File: src/hdl/alarm_defines.svh
// Address map, reset values and timing constants of the leaky-bucket alarm
`ifndef ALARM_DEFINES_SVH
`define ALARM_DEFINES_SVH

// Time base
`define CLK_MHZ          100
`define CYCLE_MS         128
`define CYCLE_CLKS       (`CYCLE_MS * 1000 * `CLK_MHZ)
`define CYC_W            24

// Register addresses on the serial port
`define ADDR_SET         7'h5C
`define ADDR_CLEAR       7'h5D
`define ADDR_CEIL        7'h5E
`define ADDR_LEAK        7'h5F
`define ADDR_FILL        7'h60

// Reset values
`define RST_SET          8'h06
`define RST_CLEAR        8'h04
`define RST_CEIL         8'h08
`define RST_LEAK         8'h01

// Leak-rate field and serial frame layout
`define LEAK_MSB         1
`define LEAK_LSB         0
`define ADDR_LAST_BIT    3'h7
`define DATA_LAST_BIT    3'h7

`endif

File: src/hdl/alarm_pkg.sv
// Types shared by the leaky-bucket alarm design
package alarm_pkg;

    // Serial frame states, Gray coded along the frame
    typedef enum logic [1:0] {
        SP_IDLE = 2'b00,
        SP_ADDR = 2'b01,
        SP_DATA = 2'b11,
        SP_HOLD = 2'b10
    } sp_state_t;

    typedef logic [7:0] byte_t;

endpackage

File: src/hdl/leaky_bucket_activity_alarm.sv
// Leaky-bucket inactivity alarm with its serially programmed configuration set
`timescale 1ns/10ps
`default_nettype none
`include "alarm_defines.svh"

// Notes on behaviour
// - Judge input once per 128 ms cycle
// - Failed or erratic cycle adds one
// - Each clean leak period subtracts one
// - Leak period 1, 2, 4, 8 cycles
// - Raise alarm when count reaches set level
// - Clear alarm at clear level, reset 4
// - Count saturates at ceiling, reset 8
module leaky_bucket_activity_alarm #(
    parameter int unsigned CYCLE_TICKS = `CYCLE_CLKS
) (
    input  wire logic REF_CLK,
    input  wire logic RESETN,
    input  wire logic INPUT_BAD,
    input  wire logic SCLK,
    input  wire logic CS_N,
    input  wire logic SDI,
    output logic      SDO,
    output logic      SDO_OE,
    output logic      ALARM
);

    logic                 rst_meta;
    logic                 rst_n;
    logic [3:0]           pin_meta;
    logic [3:0]           pin_sync;
    logic                 bad_s;
    logic                 sclk_s;
    logic                 cs_n_s;
    logic                 sdi_s;
    logic [`CYC_W-1:0]    cyc_cnt;
    logic [`CYC_W-1:0]    next_cyc_cnt;
    logic                 tick;
    logic                 next_tick;
    logic                 bad_seen;
    logic                 next_bad_seen;
    logic                 cycle_bad;
    logic [7:0]           fill;
    logic [7:0]           next_fill;
    logic [2:0]           leak_cnt;
    logic [2:0]           next_leak_cnt;
    logic                 next_alarm;
    alarm_pkg::byte_t     set_level;
    alarm_pkg::byte_t     clear_level;
    alarm_pkg::byte_t     ceiling;
    alarm_pkg::byte_t     leak_sel;
    alarm_pkg::byte_t     next_set_level;
    alarm_pkg::byte_t     next_clear_level;
    alarm_pkg::byte_t     next_ceiling;
    alarm_pkg::byte_t     next_leak_sel;
    logic [6:0]           sp_addr;
    logic                 wr_stb;
    alarm_pkg::byte_t     wr_data;
    alarm_pkg::byte_t     rd_data;

    // Last leak-counter value of a period of 1, 2, 4 or 8 cycles
    function automatic logic [2:0] leak_last(input logic [1:0] sel);
        leak_last = 3'((4'h1 << sel) - 4'h1);
    endfunction

    // Read-back value of an address; unmapped addresses read zero
    function automatic alarm_pkg::byte_t reg_read(input logic [6:0] a);
        case (a)
            `ADDR_SET:   reg_read = set_level;
            `ADDR_CLEAR: reg_read = clear_level;
            `ADDR_CEIL:  reg_read = ceiling;
            `ADDR_LEAK:  reg_read = {6'h00, leak_sel[`LEAK_MSB:`LEAK_LSB]};
            `ADDR_FILL:  reg_read = fill;
            default:     reg_read = 8'h00;
        endcase
    endfunction

    // Reset release through two flip-flops
    always_ff @(posedge REF_CLK or negedge RESETN)
    begin
        if (!RESETN)
        begin
            rst_meta <= 1'b0;
            rst_n    <= 1'b0;
        end
        else
        begin
            rst_meta <= 1'b1;
            rst_n    <= rst_meta;
        end
    end

    // Two-flop synchronisers for every pin input
    always_ff @(posedge REF_CLK or negedge rst_n)
    begin
        if (!rst_n)
        begin
            pin_meta <= 4'h2;  // Chip select idles high
            pin_sync <= 4'h2;
        end
        else
        begin
            pin_meta <= {INPUT_BAD, SDI, CS_N, SCLK};
            pin_sync <= pin_meta;
        end
    end

    assign sclk_s = pin_sync[0];
    assign cs_n_s = pin_sync[1];
    assign sdi_s  = pin_sync[2];
    assign bad_s  = pin_sync[3];

    // Evaluation cycle divider and failure capture within the cycle
    assign cycle_bad = bad_seen | bad_s;

    always_comb
    begin
        next_tick     = (cyc_cnt == `CYC_W'(CYCLE_TICKS - 1));
        next_cyc_cnt  = next_tick ? '0 : cyc_cnt + `CYC_W'(1);
        next_bad_seen = tick ? 1'b0 : cycle_bad;
    end

    always_ff @(posedge REF_CLK or negedge rst_n)
    begin
        if (!rst_n)
        begin
            cyc_cnt  <= '0;
            tick     <= 1'b0;
            bad_seen <= 1'b0;
        end
        else
        begin
            cyc_cnt  <= next_cyc_cnt;
            tick     <= next_tick;
            bad_seen <= next_bad_seen;
        end
    end

    // Bucket fill, leak and alarm hysteresis, updated once per cycle
    always_comb
    begin
        next_fill     = fill;
        next_leak_cnt = leak_cnt;
        next_alarm    = ALARM;
        if (tick)
        begin
            if (cycle_bad)
            begin
                next_leak_cnt = 3'h0;
                next_fill = (fill >= ceiling) ? ceiling : fill + 8'h01;
            end
            // At or past the period end leaks at once, so a shortened period never stalls
            else if (leak_cnt >= leak_last(leak_sel[`LEAK_MSB:`LEAK_LSB]))
            begin
                next_leak_cnt = 3'h0;
                next_fill = (fill == 8'h00) ? 8'h00 : fill - 8'h01;
            end
            else
            begin
                next_leak_cnt = leak_cnt + 3'h1;
            end
            if (!ALARM && next_fill >= set_level)
            begin
                next_alarm = 1'b1;
            end
            else if (ALARM && next_fill <= clear_level)
            begin
                next_alarm = 1'b0;
            end
        end
    end

    always_ff @(posedge REF_CLK or negedge rst_n)
    begin
        if (!rst_n)
        begin
            fill     <= 8'h00;
            leak_cnt <= 3'h0;
            ALARM    <= 1'b0;
        end
        else
        begin
            fill     <= next_fill;
            leak_cnt <= next_leak_cnt;
            ALARM    <= next_alarm;
        end
    end

    // Configuration registers written from the serial port
    always_comb
    begin
        next_set_level   = set_level;
        next_clear_level = clear_level;
        next_ceiling     = ceiling;
        next_leak_sel    = leak_sel;
        if (wr_stb)
        begin
            case (sp_addr)
                `ADDR_SET:   next_set_level   = wr_data;
                `ADDR_CLEAR: next_clear_level = wr_data;
                `ADDR_CEIL:  next_ceiling     = wr_data;
                `ADDR_LEAK:  next_leak_sel    = {6'h00, wr_data[`LEAK_MSB:`LEAK_LSB]};
                default:     next_leak_sel    = leak_sel;
            endcase
        end
    end

    always_ff @(posedge REF_CLK or negedge rst_n)
    begin
        if (!rst_n)
        begin
            set_level   <= `RST_SET;
            clear_level <= `RST_CLEAR;
            ceiling     <= `RST_CEIL;
            leak_sel    <= `RST_LEAK;
        end
        else
        begin
            set_level   <= next_set_level;
            clear_level <= next_clear_level;
            ceiling     <= next_ceiling;
            leak_sel    <= next_leak_sel;
        end
    end

    assign rd_data = reg_read(sp_addr);

    // Serial register port
    serial_port u_serial_port (
        .clk     (REF_CLK),
        .rst_n   (rst_n),
        .sclk    (sclk_s),
        .cs_n    (cs_n_s),
        .sdi     (sdi_s),
        .rd_data (rd_data),
        .addr    (sp_addr),
        .wr_stb  (wr_stb),
        .wr_data (wr_data),
        .sdo     (SDO),
        .sdo_oe  (SDO_OE)
    );
endmodule
`default_nettype wire

File: src/hdl/serial_port.sv
// Serial register port: 1 direction bit, 7 address bits, 8 data bits, MSB first
`timescale 1ns/10ps
`default_nettype none
`include "alarm_defines.svh"

module serial_port (
    input  wire logic              clk,
    input  wire logic              rst_n,
    input  wire logic              sclk,
    input  wire logic              cs_n,
    input  wire logic              sdi,
    input  wire alarm_pkg::byte_t  rd_data,
    output logic [6:0]             addr,
    output logic                   wr_stb,
    output alarm_pkg::byte_t       wr_data,
    output logic                   sdo,
    output logic                   sdo_oe
);

    alarm_pkg::sp_state_t state;
    alarm_pkg::sp_state_t next_state;
    logic                 sclk_d;
    logic [2:0]           bit_cnt;
    logic [2:0]           next_bit_cnt;
    logic [7:0]           shift;
    logic [7:0]           next_shift;
    logic [7:0]           out_sh;
    logic [7:0]           next_out_sh;
    logic                 is_read;
    logic                 next_is_read;
    logic [6:0]           next_addr;
    logic                 next_wr_stb;
    logic [7:0]           next_wr_data;
    logic                 next_sdo;
    logic                 next_sdo_oe;
    logic                 rise;
    logic                 fall;

    // Edges of the already synchronised serial clock
    assign rise = sclk & ~sclk_d;
    assign fall = ~sclk & sclk_d;

    // Frame sequencing: sample on rising edges, shift read data on falling edges
    always_comb
    begin
        next_state   = state;
        next_bit_cnt = bit_cnt;
        next_shift   = shift;
        next_out_sh  = out_sh;
        next_is_read = is_read;
        next_addr    = addr;
        next_wr_stb  = 1'b0;
        next_wr_data = wr_data;
        next_sdo     = sdo;
        next_sdo_oe  = 1'b0;
        if (cs_n)
        begin
            next_state   = alarm_pkg::SP_IDLE;
            next_bit_cnt = 3'h0;
        end
        else
        begin
            case (state)
                alarm_pkg::SP_IDLE:
                begin
                    next_state   = alarm_pkg::SP_ADDR;
                    next_bit_cnt = 3'h0;
                end
                alarm_pkg::SP_ADDR:
                begin
                    if (rise)
                    begin
                        next_shift   = {shift[6:0], sdi};
                        next_bit_cnt = bit_cnt + 3'h1;
                        if (bit_cnt == `ADDR_LAST_BIT)
                        begin
                            next_is_read = shift[6];
                            next_addr    = {shift[5:0], sdi};
                            next_state   = alarm_pkg::SP_DATA;
                        end
                    end
                end
                alarm_pkg::SP_DATA:
                begin
                    next_sdo_oe = is_read;
                    if (fall)
                    begin
                        // First falling edge presents the MSB of the addressed register
                        if (bit_cnt == 3'h0)
                        begin
                            next_sdo    = rd_data[7];
                            next_out_sh = {rd_data[6:0], 1'b0};
                        end
                        else
                        begin
                            next_sdo    = out_sh[7];
                            next_out_sh = {out_sh[6:0], 1'b0};
                        end
                    end
                    if (rise)
                    begin
                        next_shift   = {shift[6:0], sdi};
                        next_bit_cnt = bit_cnt + 3'h1;
                        if (bit_cnt == `DATA_LAST_BIT)
                        begin
                            next_wr_stb  = ~is_read;
                            next_wr_data = {shift[6:0], sdi};
                            next_state   = alarm_pkg::SP_HOLD;
                        end
                    end
                end
                alarm_pkg::SP_HOLD:
                begin
                    next_state = alarm_pkg::SP_HOLD;  // Wait for chip select to return high
                end
                default:
                begin
                    next_state = alarm_pkg::SP_IDLE;
                end
            endcase
        end
    end

    // Frame registers
    always_ff @(posedge clk or negedge rst_n)
    begin
        if (!rst_n)
        begin
            state   <= alarm_pkg::SP_IDLE;
            sclk_d  <= 1'b0;
            bit_cnt <= 3'h0;
            shift   <= 8'h00;
            out_sh  <= 8'h00;
            is_read <= 1'b0;
            addr    <= 7'h00;
            wr_stb  <= 1'b0;
            wr_data <= 8'h00;
            sdo     <= 1'b0;
            sdo_oe  <= 1'b0;
        end
        else
        begin
            state   <= next_state;
            sclk_d  <= sclk;
            bit_cnt <= next_bit_cnt;
            shift   <= next_shift;
            out_sh  <= next_out_sh;
            is_read <= next_is_read;
            addr    <= next_addr;
            wr_stb  <= next_wr_stb;
            wr_data <= next_wr_data;
            sdo     <= next_sdo;
            sdo_oe  <= next_sdo_oe;
        end
    end

endmodule
`default_nettype wire

File: config.mk
export PLATFORM = sky130hd
export DESIGN_NAME = leaky_bucket_activity_alarm
export DESIGN_NICKNAME = d
export VERILOG_FILES = /design/src/hdl/alarm_pkg.sv /design/src/hdl/leaky_bucket_activity_alarm.sv /design/src/hdl/serial_port.sv
export VERILOG_INCLUDE_DIRS = /design/src /design/src/hdl
export SDC_FILE = /design/constraint.sdc
export NUM_CORES = 1
export LEC_CHECK = 0
export BUFFER_PORTS_ARGS = -buffer_cell sky130_fd_sc_hd__buf_2
export CAP_MARGIN = 10
export CORE_MARGIN = 4
export CORE_UTILIZATION = 39
export DETAILED_ROUTE_END_ITERATION = 8
export HOLD_SLACK_MARGIN = 0.06
export PLACE_DENSITY = 0.56
export SYNTH_ARGS = -nofsm -noshare
export SYNTH_HDL_FRONTEND = slang
export SYNTH_SLANG_ARGS = --single-unit
File: constraint.sdc
create_clock -name REF_CLK -period 3.4 [get_ports REF_CLK]
set_clock_uncertainty 0.15 [all_clocks]
set_input_delay 0.68 -clock REF_CLK [delete_from_list [all_inputs] [get_ports REF_CLK]]
set_output_delay 0.68 -clock REF_CLK [all_outputs]
set_load 0.01 [all_outputs]
; ---- Yosys cells after proc, flatten, opt, wreduce, memory -nomap -nowiden
; Cells that the tools add are included.
[word_totals]
reg_bits = 114
input_bits = 6
out_inout_bits = 3
[op_classes]
n_addsub = 6
n_lt_le_gt_ge = 4
eq_ne = 15
shift = 1
muxes = 29
n_bitwise = 7
n_reduce_logical = 20
[op_table]
columns = op, count
row1 = 8-bit 2-to-1 mux, 6
row2 = 8-bit one-hot mux with 5 select lines, 1
row3 = 7-bit == test (second input constant), 5
row4 = 24-bit by 1-bit adder with 24-bit output (second input constant), 1
row5 = 24-bit == test (second input constant), 1
row6 = 24-bit 2-to-1 mux, 1
row7 = 8-bit >= comparator, 2
row8 = 3-bit 2-to-1 mux, 4
row9 = 3-bit by 2-bit inequality test with 1-bit output (second input constant), 4
row10 = 2-bit AND reduction, 6
row11 = 4-bit AND reduction, 3
row12 = 1-bit 2-to-1 mux, 10
row13 = 2-bit 2-to-1 mux, 5
row14 = 8-bit by 1-bit adder with 8-bit output (second input constant), 1
row15 = 8-bit less-or-equal comparator, 1
row16 = 8-bit logical NOT, 1
row17 = 2-bit one-hot mux with 4 select lines, 1
row18 = 8-bit by 1-bit subtractor with 8-bit output (second input constant), 1
row19 = 3-bit by 1-bit adder with 3-bit output (second input constant), 2
row20 = 3-bit one-hot mux with 2 select lines, 1
row21 = 3-bit AND reduction, 2
row22 = 2-bit == test (second input constant), 2
row23 = 1-bit inverter, 4
row24 = 3-bit == test (second input constant), 1
row25 = other kinds (14), 16

; ---- Depth between registers and ports, before layout
; Gate-level depths: netlist of run 1.
[depth]
ltp_word = 10
ltp_mapped = 14

; ---- Modules after synthesis
; From an unflattened synthesis of run 1, not the netlist that was laid out.
[unflattened]
cells_unflattened = 549
area_unflattened_um2 = 6236.0
[modules_own_cells]
columns = mod, n_inst, cells_each, area_each_um2, seq_area_each_um2
row1 = leaky_bucket_activity_alarm, 1, 436, 4565.6, 1860.5
row2 = serial_port, 1, 113, 1670.4, 975.9

; ---- Least setup slack after synthesis of run 1
; Ideal clock, no wire load.
[synth_timing]
kind = reg2reg
startpoint = register fill[0]
endpoint = register ALARM
arrival_time_ns = 3.000
path_slack_ns = 0.150
stages_incl_launch_ff = 15
n_path_buf = 1
period_less_slack_ns = 3.250
cell_sequence = dfrtp_1 inv_1 ha_1 nand2b_4 a2111oi_4 o31ai_1 buf_4 mux2i_1 o21ai_0 ha_1 nand2_1 o21ai_0 mux2i_1 a21o_1 a311oi_1
[synth_between]
elab_chain_len = 9
elab_cells_between_ends = 16
classes_between = add/sub (2) / order compare (3) / mux (6) / reduce/logical (5)
[synth_lines]
columns = item, line
row1 = "start, declared", leaky_bucket_activity_alarm.sv:43  ; logic [7:0] fill;
row2 = "start signal, assigned", leaky_bucket_activity_alarm.sv:183  ; fill <= next_fill;
row3 = 8-bit by 1-bit subtractor with 8-bit output or 8-bit logical NOT (tied branches), leaky_bucket_activity_alarm.sv:156  ; next_fill = (fill == 8'h00) ? 8'h00 : fill - 8'h01;
row4 = 8-bit 2-to-1 mux, leaky_bucket_activity_alarm.sv:156
row5 = 8-bit 2-to-1 mux, leaky_bucket_activity_alarm.sv:153  ; else if (leak_cnt >= leak_last(leak_sel[`LEAK_MSB:`LEAK_LSB]))
row6 = 8-bit 2-to-1 mux *, leaky_bucket_activity_alarm.sv:147  ; if (cycle_bad)
row7 = 8-bit 2-to-1 mux *, leaky_bucket_activity_alarm.sv:145  ; if (tick)
row8 = 8-bit >= comparator or 8-bit less-or-equal comparator (tied branches), "leaky_bucket_activity_alarm.sv:162, leaky_bucket_activity_alarm.sv:166"
row9 = 1-bit logical AND (on tied branches), "leaky_bucket_activity_alarm.sv:162, leaky_bucket_activity_alarm.sv:166"
row10 = 2-bit nonzero test (no source line), -
row11 = 2-bit AND reduction (no source line), -
row12 = "end signal, assigned", leaky_bucket_activity_alarm.sv:185  ; ALARM <= next_alarm;
row13 = "end, declared", leaky_bucket_activity_alarm.sv:25  ; output logic ALARM
; Mark *: on every way between the ends. The rest lies on a longest branch, timed or not. The select of a mux whose other input is x is not followed.
; A chain may end at the register's enable or synchronous reset.

; ---- Final worst setup path of run 1
[layout_timing]
startpoint = register leak_sel[1]
endpoint = register ALARM
[layout_between]
elab_chain_len = 10
elab_cells_between_ends = 13
classes_between = add/sub (1) / order compare (3) / shift (1) / mux (4) / reduce/logical (4)
[layout_lines]
columns = item, line
row1 = "start, declared", leaky_bucket_activity_alarm.sv:51  ; alarm_pkg::byte_t leak_sel;
row2 = "start signal, assigned", leaky_bucket_activity_alarm.sv:215  ; leak_sel <= `RST_LEAK;
row3 = "start signal, assigned", leaky_bucket_activity_alarm.sv:222  ; leak_sel <= next_leak_sel;
row4 = 1-bit by 2-bit << shifter with 3-bit output *, leaky_bucket_activity_alarm.sv:63  ; leak_last = 3'((4'h1 << sel) - 4'h1);
row5 = 3-bit by 1-bit subtractor with 3-bit output *, leaky_bucket_activity_alarm.sv:63
row6 = 3-bit >= comparator *, leaky_bucket_activity_alarm.sv:153
row7 = 8-bit 2-to-1 mux *, leaky_bucket_activity_alarm.sv:153
row8 = 8-bit 2-to-1 mux *, leaky_bucket_activity_alarm.sv:147
row9 = 8-bit 2-to-1 mux *, leaky_bucket_activity_alarm.sv:145
row10 = 8-bit >= comparator or 8-bit less-or-equal comparator (tied branches), "leaky_bucket_activity_alarm.sv:162, leaky_bucket_activity_alarm.sv:166"
row11 = 1-bit logical AND (on tied branches), "leaky_bucket_activity_alarm.sv:162, leaky_bucket_activity_alarm.sv:166"
row12 = 2-bit nonzero test (no source line), -
row13 = 2-bit AND reduction (no source line), -
; Marked as above.

==> results of run 1 <==
==> placed cells by master, fill, tap and decap left out, types with 8 or more instances in the layout <==
cell,count
nand2_1,37
buf_4,27
ha_1,34
o21ai_0,19
a21oi_1,11
nand4_1,14
clkbuf_16,17
nor2_1,47
mux2_2,49
nand3_1,25
dfrtp_1,105
buf_2,8
mux2i_1,17
and3_1,9
xnor2_1,16
inv_1,32
xor2_1,9
==> power groups by stage <==
stage	Combinational (W)	Sequential (W)	Clock (W)
global placement	0.0000538	0.00144	0
global route	0.0000619	0.00142	0.00190
CTS	0.0000561	0.00141	0.00183
finish	0.0000540	0.00141	0.00179
detailed placement	0.0000547	0.00144	0
floorplan	0.0000315	0.00143	0
==> routing by layer <==
metal	wire length, um	track usage [%]	part of all wire [%]	vias up
met2	6440	25.1	45	115
met5	0	0	0	-
met4	317	7.18	2.2	0
met1	6890	23.8	48	2239
li1	-	-	-	2171
met3	685	4.01	4.8	26
==> how the worst max path moves through the flow <==
stage | startpoint | endpoint | cells after the start
floorplan | fill[0]$_DFFE_PN0P_ | ALARM$_DFFE_PN0P_ | 14
global placement | leak_sel[1]$_DFFE_PN0P_ | ALARM$_DFFE_PN0P_ | 13
detailed placement | ceiling[3]$_DFFE_PN1P_ | ALARM$_DFFE_PN0P_ | 14
CTS | leak_sel[1]$_DFFE_PN0P_ | ALARM$_DFFE_PN0P_ | 13
global route | ceiling[0]$_DFFE_PN0P_ | ALARM$_DFFE_PN0P_ | 13
finish | leak_sel[1]$_DFFE_PN0P_ | ALARM$_DFFE_PN0P_ | 14
==> flip-flops by register name, summed over array words and instances (netlist names), 2 cells and up <==
register               count
pin_sync                   4
leak_cnt                   3
leak_sel                   2
clear_level                8
u_serial_port.shift        7
u_serial_port.state        2
fill                       8
u_serial_port.wr_data      8
pin_meta                   4
ceiling                    8
cyc_cnt                   24
set_level                  8
u_serial_port.bit_cnt      3
u_serial_port.addr         7
u_serial_port.out_sh       7
==> through the flow <==
| step | instance area, um^2 | total power [W] | setup slack [ps] | hold slack [ps] |
|---|---|---|---|---|
| CTS | 7200 | 0.00330 | 16.0 | 187 |
| finish | 7270 | 0.00325 | 183 | 198 |
| floorplan | 6210 | 0.00146 | 150 | 181 |
| detailed placement | 6590 | 0.00149 | 24.9 | 187 |
| global placement | 6590 | 0.00149 | 45.7 | 185 |
| global route | 7270 | 0.00338 | 5.90 | 186 |
==> area by class of cell <==
type                    count  area, um^2  share of cell area (%)
well taps                 211         264                    3.63
repair buffers             38         293                    4.03
clock buffers              18         439                    6.04
multi-input cells         408        3160                    43.4
clock inverters            14         155                    2.13
inverters                  33         124                    1.70
flip-flops and latches    113        2840                    39.1
==> cell families (layout without fill, tap and decap cells) <==
| kind of cell | count (synthesis) | count (layout) | synth area share (%) |
|---|---|---|---|
| and+or+nand+nor | 177 | 177 | 15.3 |
| xor gates and xnor gates | 25 | 25 | 3.53 |
| other | 1 | 1 | 0.0604 |
| adders and majority gates | 34 | 34 | 6.85 |
| AOI/OAI and AO/OA | 102 | 102 | 12.2 |
| DFF | 113 | 113 | 45.7 |
| buffers and inverters | 56 | 103 | 3.91 |
| muxes | 69 | 69 | 12.5 |
==> worst max-delay path, delay by kind of cell, from the launching register on <==
kind	cells	cell delay [ps]
buf+inv	1	190
mux	1	100
compound gates	7	1040
flops	1	410
simple gates	3	640
fa+ha+maj	2	580
==> timing repair <==
item	CTS	global route
hold endpoints to repair	2	0
hold buffers	1	0
setup buffers	0	5
gates resized for setup	1	8
pin swaps	0	4
setup endpoints to repair	1	1
==> impl_metrics.py, run 1 <==
metrics = {
    "run_status": {
        "status": "complete, no violations",
    },
    "sta": {
        "maxSlewHeadroom_pct": 38.3,
        "post-route-min-period_ps": 3220,
        "rsz0062_at_grt": "false",
        "worst_slew_pin_slew_ps": 923,
        "maxSlewViolCount": 0,
        "period_share_pct": 94.6,
        "fmax_mhz": 311,
        "setup_tns_ps": 0,
        "finalSetupViolCount": 0,
        "finalHoldViolCount": 0,
    },
    "finish": {
        "syn_to_final_growth_pct": 17.2,
        "drive_gt1_share_pct": 25.5,
        "fin_nets": 651,
        "diodes": 0,
        "instances_no_fill": 835,
        "fin_util_pct": 47.3,
        "nFillCells": 1413,
    },
    "critical_path": {
        "r2r-start": "leak_sel[1]$_DFFE_PN0P_",
        "worst-r2r-cell-count": 14,
        "slowest_delay_ps": 410,
        "worstSetupStartpointType": "register",
        "path_cells": "or2_2 > ha_1 > nor2b_1 > o21ai_1 > buf_4 > and4_1 > o21ai_1 > o21ai_1 > ha_1 > a21oi_1 > o21ai_1 > mux2i_1 > a21o_1 > a311oi_1",
        "cp.required_ps": 3580,
        "critical_path_class": "reg2reg",
        "cp.arrival_ps": 3390,
        "r2r_setup_slack_ps": 180,
        "timing.rr.end": "ALARM$_DFFE_PN0P_",
        "slowest_stage": "dfrtp_1",
        "crit_fanout": 12,
        "end_kind": "register",
        "crit_top_cell": "o21ai_1",
    },
    "yosys": {
        "netlist.area_leader.share_pct": 42.7,
        "ys.flop_type": "dfrtp_1",
        "synthArstFlopShare_pct": 100,
        "ys_ff_latch": 113,
        "syn_nets": 617,
        "yosysMostFrequentCell": "dfrtp_1",
        "synthCells": 577,
        "synth_area_per_cell_um2": 10.8,
        "synth_warnings": 0,
        "syn_area_mm2": 0.00621,
        "synth_cell_type_count": 69,
        "synth_top_area_cell": "dfrtp_1",
        "seq_area_frac_synth_pct": 45.7,
        "ys_top_cells_by_area": "dfrtp_1 43%, mux2_2 8.9%, ha_1 6.9%",
        "synth-edff-count": 0,
        "yosys-top-cells-count": "106 x dfrtp_1, 49 x mux2_2, 48 x nor2_1",
    },
    "worst_hold_path": {
        "hold_path.startpoint": "pin_meta[2]$_DFF_PN0_",
        "hold_class": "reg2reg",
        "worstHoldEndpoint": "pin_sync[2]$_DFF_PN0_",
        "whs_path_depth": 0,
    },
    "die": {
        "die_h_um": 134,
        "rows": 45,
        "core-area_mm2": 0.0154,
        "initial_core_util_pct": 40.4,
        "dieArea_mm2": 0.0180,
        "fp.dieW_um": 134,
        "pin_count": 9,
    },
    "placed_design": {
        "hpwlAfterDp_mm": 10.2,
        "gp_congestion": 0.892,
        "io_buffers": 8,
        "dpl.cell_count": 797,
    },
    "clocking": {
        "cts_max_path_buffers": 2,
        "tritoncts": "built",
        "clock_latency_ps": 420,
        "path_clk_slew_ps": 60,
        "clockRootBuffer": "clkbuf_16",
        "numCtsBuffers": 17,
        "cts_max_level": 4,
        "cts.sinks": 113,
    },
    "drt": {
        "postRouteAntennaNets": 0,
        "dr_total_vias": 4551,
        "drtPass1Iterations": 6,
        "drt_iter0_drc": 432,
        "drcViolationCount": 0,
        "drt_wl_total_mm": 14.3,
        "drt-vias-per-instance": 5.45,
        "wl_per_cell_um": 17.2,
    },
    "power_and_ir_drop": {
        "cellInternalPower_w": 0.00251,
        "switchingPower_w": 0.000747,
        "clkPwrFrac_pct": 55.0,
        "sw_frac_of_total_pct": 22.9,
        "p_seq_share_pct": 43.4,
        "p_leak_nw": 3.31,
        "peakVddDrop_mv": 0.368,
        "pwr_density_cell_mw_per_mm2": 447,
        "comb_power_share_pct": 1.7,
    },
    "global_routing": {
        "grt_pass1_wl_mm": 24.0,
        "grt_usage_pct": 17.0,
        "grt_pass1_vias": 4537,
        "grt_antenna_before_repair": 0,
        "grt_max_degree": 53,
        "grt_overflow_total": 0,
    },
    "flow_run": {
        "drv_cap": 0,
    },
}
No activity file was read; power rests on OpenSTA's default activity.
==> run 2: changes to the inputs <==
==> constraint.sdc (replaced) <==
create_clock -name REF_CLK -period 3.4 [get_ports REF_CLK]
set_clock_uncertainty 0.15 [all_clocks]
set_input_delay 0.34 -clock REF_CLK [delete_from_list [all_inputs] [get_ports REF_CLK]]
set_output_delay 0.34 -clock REF_CLK [all_outputs]
set_load 0.01 [all_outputs]
==> run 2 against run 1 <==
  * Clock-buffer cell count is the same
  * Via count is essentially flat
  * Sequential power is essentially flat
  * Fmax shrank 0.10%
  * Cell area grew 0.55%
  * Die area is the same
  * Global-route usage is essentially flat
  * Hold slack lost 110 ps
  * Utilization grew 0.26 points
  * Register-to-register slack is essentially flat
  * Sequential share of layout area shrank 0.21 points
==> impl_metrics.py, run 2 (synthesis results as in run 1) <==
metrics = {
    "run_status": {
        "status": "complete, no violations",
    },
    "drt": {
        "drcViolationCount": 0,
        "drtPass1Iterations": 5,
        "drt_wl_total_mm": 14.3,
        "drt-vias-per-instance": 5.42,
        "drt_iter0_drc": 381,
        "wl_per_cell_um": 17.0,
        "dr_total_vias": 4547,
        "postRouteAntennaNets": 0,
    },
    "clocking": {
        "cts.sinks": 113,
        "clock_latency_ps": 420,
        "numCtsBuffers": 17,
        "cts_max_path_buffers": 2,
        "cts_max_level": 4,
        "path_clk_slew_ps": 60,
        "clockRootBuffer": "clkbuf_16",
        "tritoncts": "built",
    },
    "critical_path": {
        "path_cells": "or2_2 > ha_1 > nor2b_1 > o21ai_1 > buf_4 > and4_1 > o21ai_1 > o21ai_1 > ha_1 > a21oi_1 > o21ai_1 > mux2i_1 > a21o_1 > a311oi_1",
        "crit_top_cell": "o21ai_1",
        "critical_path_class": "reg2reg",
        "worstSetupStartpointType": "register",
        "crit_family": "compound AO/OA/AOI/OAI gates",
        "cp_num_buf_inv": 1,
        "slowest_delay_ps": 410,
        "end_kind": "register",
        "slowest_stage": "dfrtp_1",
        "cp.arrival_ps": 3390,
        "cp.required_ps": 3570,
        "crit_fanout": 12,
    },
    "sta": {
        "setup_tns_ps": 0,
        "period_share_pct": 94.7,
        "maxSlewViolCount": 0,
        "post-route-min-period_ps": 3220,
        "rsz0062_at_grt": "false",
        "finalSetupViolCount": 0,
        "finalHoldViolCount": 0,
        "worst_slew_pin_slew_ps": 923,
        "fmax_mhz": 311,
        "maxSlewHeadroom_pct": 38.4,
        "worst_slack_ps": 180,
    },
    "power_and_ir_drop": {
        "p_seq_share_pct": 43.4,
        "switchingPower_w": 0.000745,
        "pwr_density_cell_mw_per_mm2": 445,
        "cellInternalPower_w": 0.00251,
        "clkPwrFrac_pct": 54.9,
        "sw_frac_of_total_pct": 22.9,
        "p_leak_nw": 3.33,
        "peakVddDrop_mv": 0.369,
        "comb_power_share_pct": 1.8,
    },
    "finish": {
        "fin_nets": 655,
        "final_cell_mix": "105 x dfrtp_1, 49 x mux2_2, 47 x nor2_1",
        "regMostFlops": "cyc_cnt",
        "syn_to_final_growth_pct": 17.8,
        "drive_gt1_share_pct": 25.3,
        "largest_register_ffs": 24,
        "layout_commonest_cell": "dfrtp_1",
        "diodes": 0,
    },
    "placed_design": {
        "gp_congestion": 0.892,
        "hpwlAfterDp_mm": 10.2,
        "io_buffers": 8,
        "pre_cts_ws_ps": 24.9,
    },
    "die": {
        "die_h_um": 134,
        "initial_core_util_pct": 40.4,
        "core-area_mm2": 0.0154,
        "fp.dieW_um": 134,
        "dieArea_mm2": 0.0180,
        "rows": 45,
        "pin_count": 9,
    },
    "global_routing": {
        "grt_usage_pct": 17.0,
        "grt_max_degree": 53,
        "grt_antenna_before_repair": 0,
        "grt_pass1_vias": 4552,
        "grt_pass1_wl_mm": 24.1,
        "grt_overflow_total": 0,
    },
    "worst_hold_path": {
        "hold_class": "in2async",
    },
    "flow_run": {
        "drv_cap": 0,
    },
}
## run 2: path summary, 6_finish.rpt
| path | endpoint | depth (start not counted) | from | slack, ps |
|---|---|---|---|---|
| max in group asynchronous | ceiling[3]$_DFFE_PN1P_ | 1 | rst_n$_DFF_PN0_ | 2070 |
| min | rst_meta$_DFF_PN0_ | 2 | RESETN | 90 |
| max reg2reg | ALARM$_DFFE_PN0P_ | 14 | leak_sel[1]$_DFFE_PN0P_ | 180 |
| min in group REF_CLK | pin_sync[2]$_DFF_PN0_ | 0 | pin_meta[2]$_DFF_PN0_ | 200 |
| min reg2reg | pin_sync[2]$_DFF_PN0_ | 0 | pin_meta[2]$_DFF_PN0_ | 200 |
| max | ALARM$_DFFE_PN0P_ | 14 | leak_sel[1]$_DFFE_PN0P_ | 180 |
## run 2: worst register-to-register path: stages, from the launching register on
cell and delay [ps]:
dfrtp_1 410, or2_2 280, ha_1 270, nor2b_1 140, o21ai_1 80, buf_4 190
and4_1 230, o21ai_1 170, o21ai_1 140, ha_1 320, a21oi_1 70, o21ai_1 170
mux2i_1 100, a21o_1 170, a311oi_1 240
## run 2: layout make-up
cell class,instances,area (um^2)
sequential,113,2840
fill,1410,8060
clock inverter,14,155
clock buffer,18,439
multi-input combinational,408,3160
timing repair buffer,42,333
inverter,33,124
tap,211,264
## run 2: timing repair
item	CTS	global route
pin swaps	0	4
endpoints found under the setup margin	1	1
setup buffers	0	5
hold buffers	5	0
hold endpoints to repair	6	0
gates cloned	0	0
resized for setup	1	8
## run 2: metal layers
metal | routed length (um) | share of wire (%) | vias up | GRT usage (%)
met5 | 0 | 0 | - | 0
met4 | 299 | 2.1 | 0 | 7.18
met3 | 602 | 4.2 | 26 | 4.01
met2 | 6460 | 45 | 105 | 25.2
met1 | 6930 | 48 | 2245 | 23.9
li1 | - | - | 2171 | -
## run 2: per-stage QoR
step                      power (W)  hold slack, ps  area, um^2  util [%]  instances
after floorplan             0.00146            -106        6210         -        577
after global placement      0.00149           -21.9        6590      42.9        797
after detailed placement    0.00149           -22.3        6590      42.9        797
after CTS                   0.00330            79.8        7240      47.1        834
after global routing        0.00339            95.2        7310      47.6        839
final                       0.00326            93.1        7310      47.6        839
## run 2: power by group through the flow
stage,clock [W],combinational [W],sequential (W)
after floorplan,0,0.0000315,0.00143
after global placement,0,0.0000538,0.00144
after detailed placement,0,0.0000547,0.00144
after CTS,0.00183,0.0000595,0.00141
after global routing,0.00190,0.0000659,0.00142
final,0.00179,0.0000575,0.00141
==> run 3: changes to the inputs <==
Settings changed: CTS_BUF_LIST set to sky130_fd_sc_hd__clkbuf_2, SLEW_MARGIN set to 20.
==> run 3 against run 2 <==
  * Non-clock buffer count up 4
  * Cell count up 0.48%
  * Die area unchanged
  * Highest routed layer unchanged
==> impl_metrics.py, run 3 (synthesis results as in run 1) <==
metrics = {
    "critical_path": {
        "crit_fanout": 10,
        "worstSetupStartpointType": "register",
        "end_kind": "register",
        "critical_path_class": "reg2reg",
        "crit_family": "compound AO/OA/AOI/OAI gates",
        "cp.required_ps": 3830,
        "path_cells": "buf_4 > or4_4 > nor3_4 > buf_12 > a211oi_2 > a211oi_2 > a21oi_1 > ha_1 > nor2b_1 > o21a_1 > o21ai_0 > a21o_1 > a311oi_2",
        "cp_num_buf_inv": 2,
        "r2r_setup_slack_ps": 150,
        "crit_top_cell": "a211oi_2",
        "slowest_stage": "or4_4",
        "slowest_delay_ps": 530,
        "cp.arrival_ps": 3690,
    },
    "clocking": {
        "numCtsBuffers": 17,
        "tritoncts": "built",
        "clock_latency_ps": 660,
        "cts_max_path_buffers": 2,
        "clockRootBuffer": "clkbuf_2",
        "path_clk_slew_ps": 190,
        "cts.sinks": 113,
        "cts_max_level": 4,
    },
    "finish": {
        "diodes": 0,
        "instances_no_fill": 843,
        "largest_register_ffs": 24,
        "regMostFlops": "cyc_cnt",
        "drive_gt1_share_pct": 25.5,
        "layout_commonest_cell": "dfrtp_1",
        "final_cell_mix": "105 x dfrtp_1, 49 x mux2_2, 47 x nor2_1",
        "fin_nets": 659,
        "syn_to_final_growth_pct": 12.8,
        "fin_area_mm2": 0.00700,
    },
    "power_and_ir_drop": {
        "pwr_density_cell_mw_per_mm2": 341,
        "p_total_w": 0.00239,
        "p_leak_nw": 3.22,
        "peakVddDrop_mv": 0.364,
    },
    "sta": {
        "maxSlewHeadroom_pct": 38.4,
        "finalSetupViolCount": 0,
        "maxSlewViolCount": 0,
        "worst_slack_ps": 146,
        "setup_tns_ps": 0,
        "fmax_mhz": 307,
        "finalHoldViolCount": 0,
        "post-route-min-period_ps": 3250,
        "worst_slew_pin_slew_ps": 922,
        "period_share_pct": 95.7,
    },
    "drt": {
        "drt-vias-per-instance": 5.38,
        "dr_total_vias": 4539,
        "drt_wl_total_mm": 14.1,
        "wl_per_cell_um": 16.8,
        "postRouteAntennaNets": 0,
        "drcViolationCount": 0,
        "drt_iter0_drc": 298,
        "drtPass1Iterations": 5,
    },
    "flow_run": {
        "drv_cap": 0,
    },
    "die": {
        "pin_count": 9,
        "dieArea_mm2": 0.0180,
        "rows": 45,
        "die_h_um": 134,
        "fp.dieW_um": 134,
        "core-area_mm2": 0.0154,
        "initial_core_util_pct": 40.4,
    },
    "placed_design": {
        "hpwlAfterDp_mm": 10.2,
        "pre_cts_ws_ps": 24.9,
        "gp_congestion": 0.892,
        "io_buffers": 8,
        "dpl.cell_count": 797,
        "dpl-instance-area_mm2": 0.00659,
    },
    "global_routing": {
        "grt_max_degree": 53,
        "grt_antenna_before_repair": 0,
        "grt_usage_pct": 16.5,
        "grt_pass1_vias": 4548,
        "grt_pass1_wl_mm": 23.7,
        "grt_overflow_total": 0,
    },
    "run_status": {
        "status": "complete, no violations",
    },
    "worst_hold_path": {
        "hold_class": "in2reg",
    },
}
run 3: changes by cell type in the layout (fill, tap and decap cells not counted), sizes merged:
cell	delta
clkinv	+1
clkbuf	-1
dlygate4sd3	+1
buf	+3
run 3: final cells by class:
class                           instances  area [um^2]
Fill cell                            1457         8370
Tap cell                              211          264
Multi-Input combinational cell        408         3160
Inverter                               33          124
Clock buffer                           17         85.1
Timing Repair Buffer                   46          365
Sequential cell                       113         2840
Clock inverter                         15          159
run 3: through the flow:
stage	hold slack (ps)	util [%]
after CTS	69.5	44.9
after floorplan	-106	-
after global placement	-21.9	42.9
final	151	45.5
after detailed placement	-22.3	42.9
after global routing	79.6	45.5
run 3: timing repair:
action | CTS | global route
endpoints found under the setup margin | 1 | 1
endpoints found under the hold margin | 6 | 0
buffers inserted | 0 | 8
pin swaps | 0 | 5
hold buffers | 6 | 0
resized for setup | 1 | 9
run 3: final timing paths:
kind,from,to,cells after the start
max,fill[4]$_DFFE_PN0P_,ALARM$_DFFE_PN0P_,13
min,CS_N,pin_meta[1]$_DFF_PN1_,2
max reg2reg,fill[4]$_DFFE_PN0P_,ALARM$_DFFE_PN0P_,13
min reg2reg,rst_n$_DFF_PN0_,cyc_cnt[7]$_DFF_PN0_,0
max in group asynchronous,rst_n$_DFF_PN0_,set_level[2]$_DFFE_PN1P_,1
min in group asynchronous,rst_n$_DFF_PN0_,cyc_cnt[7]$_DFF_PN0_,0
run 3: per-layer routing:
metal  up-vias  wire length (um)  GRT usage [%]
met3        19               690           3.86
li1       2181                 -              -
met5         -                 0              0
met2       116              6390           25.1
met1      2223              6830           23.5
met4         0               214           5.09
run 3: worst register-to-register path: cells and delay by family, from the launching register on:
kind | cells | cell delay, ps
flip-flops | 1 | 450
buffers and inverters | 2 | 340
AO/OA/AOI/OAI | 7 | 1000
adder cells (fa/ha/maj) | 1 | 330
AND/OR/NAND/NOR | 3 | 900
run 3: power by group:
part           leakage, nW  switching [W]  internal, W
Combinational         1.57      0.0000284    0.0000300
Sequential            1.51      0.0000373      0.00137
Clock                0.143       0.000571     0.000345
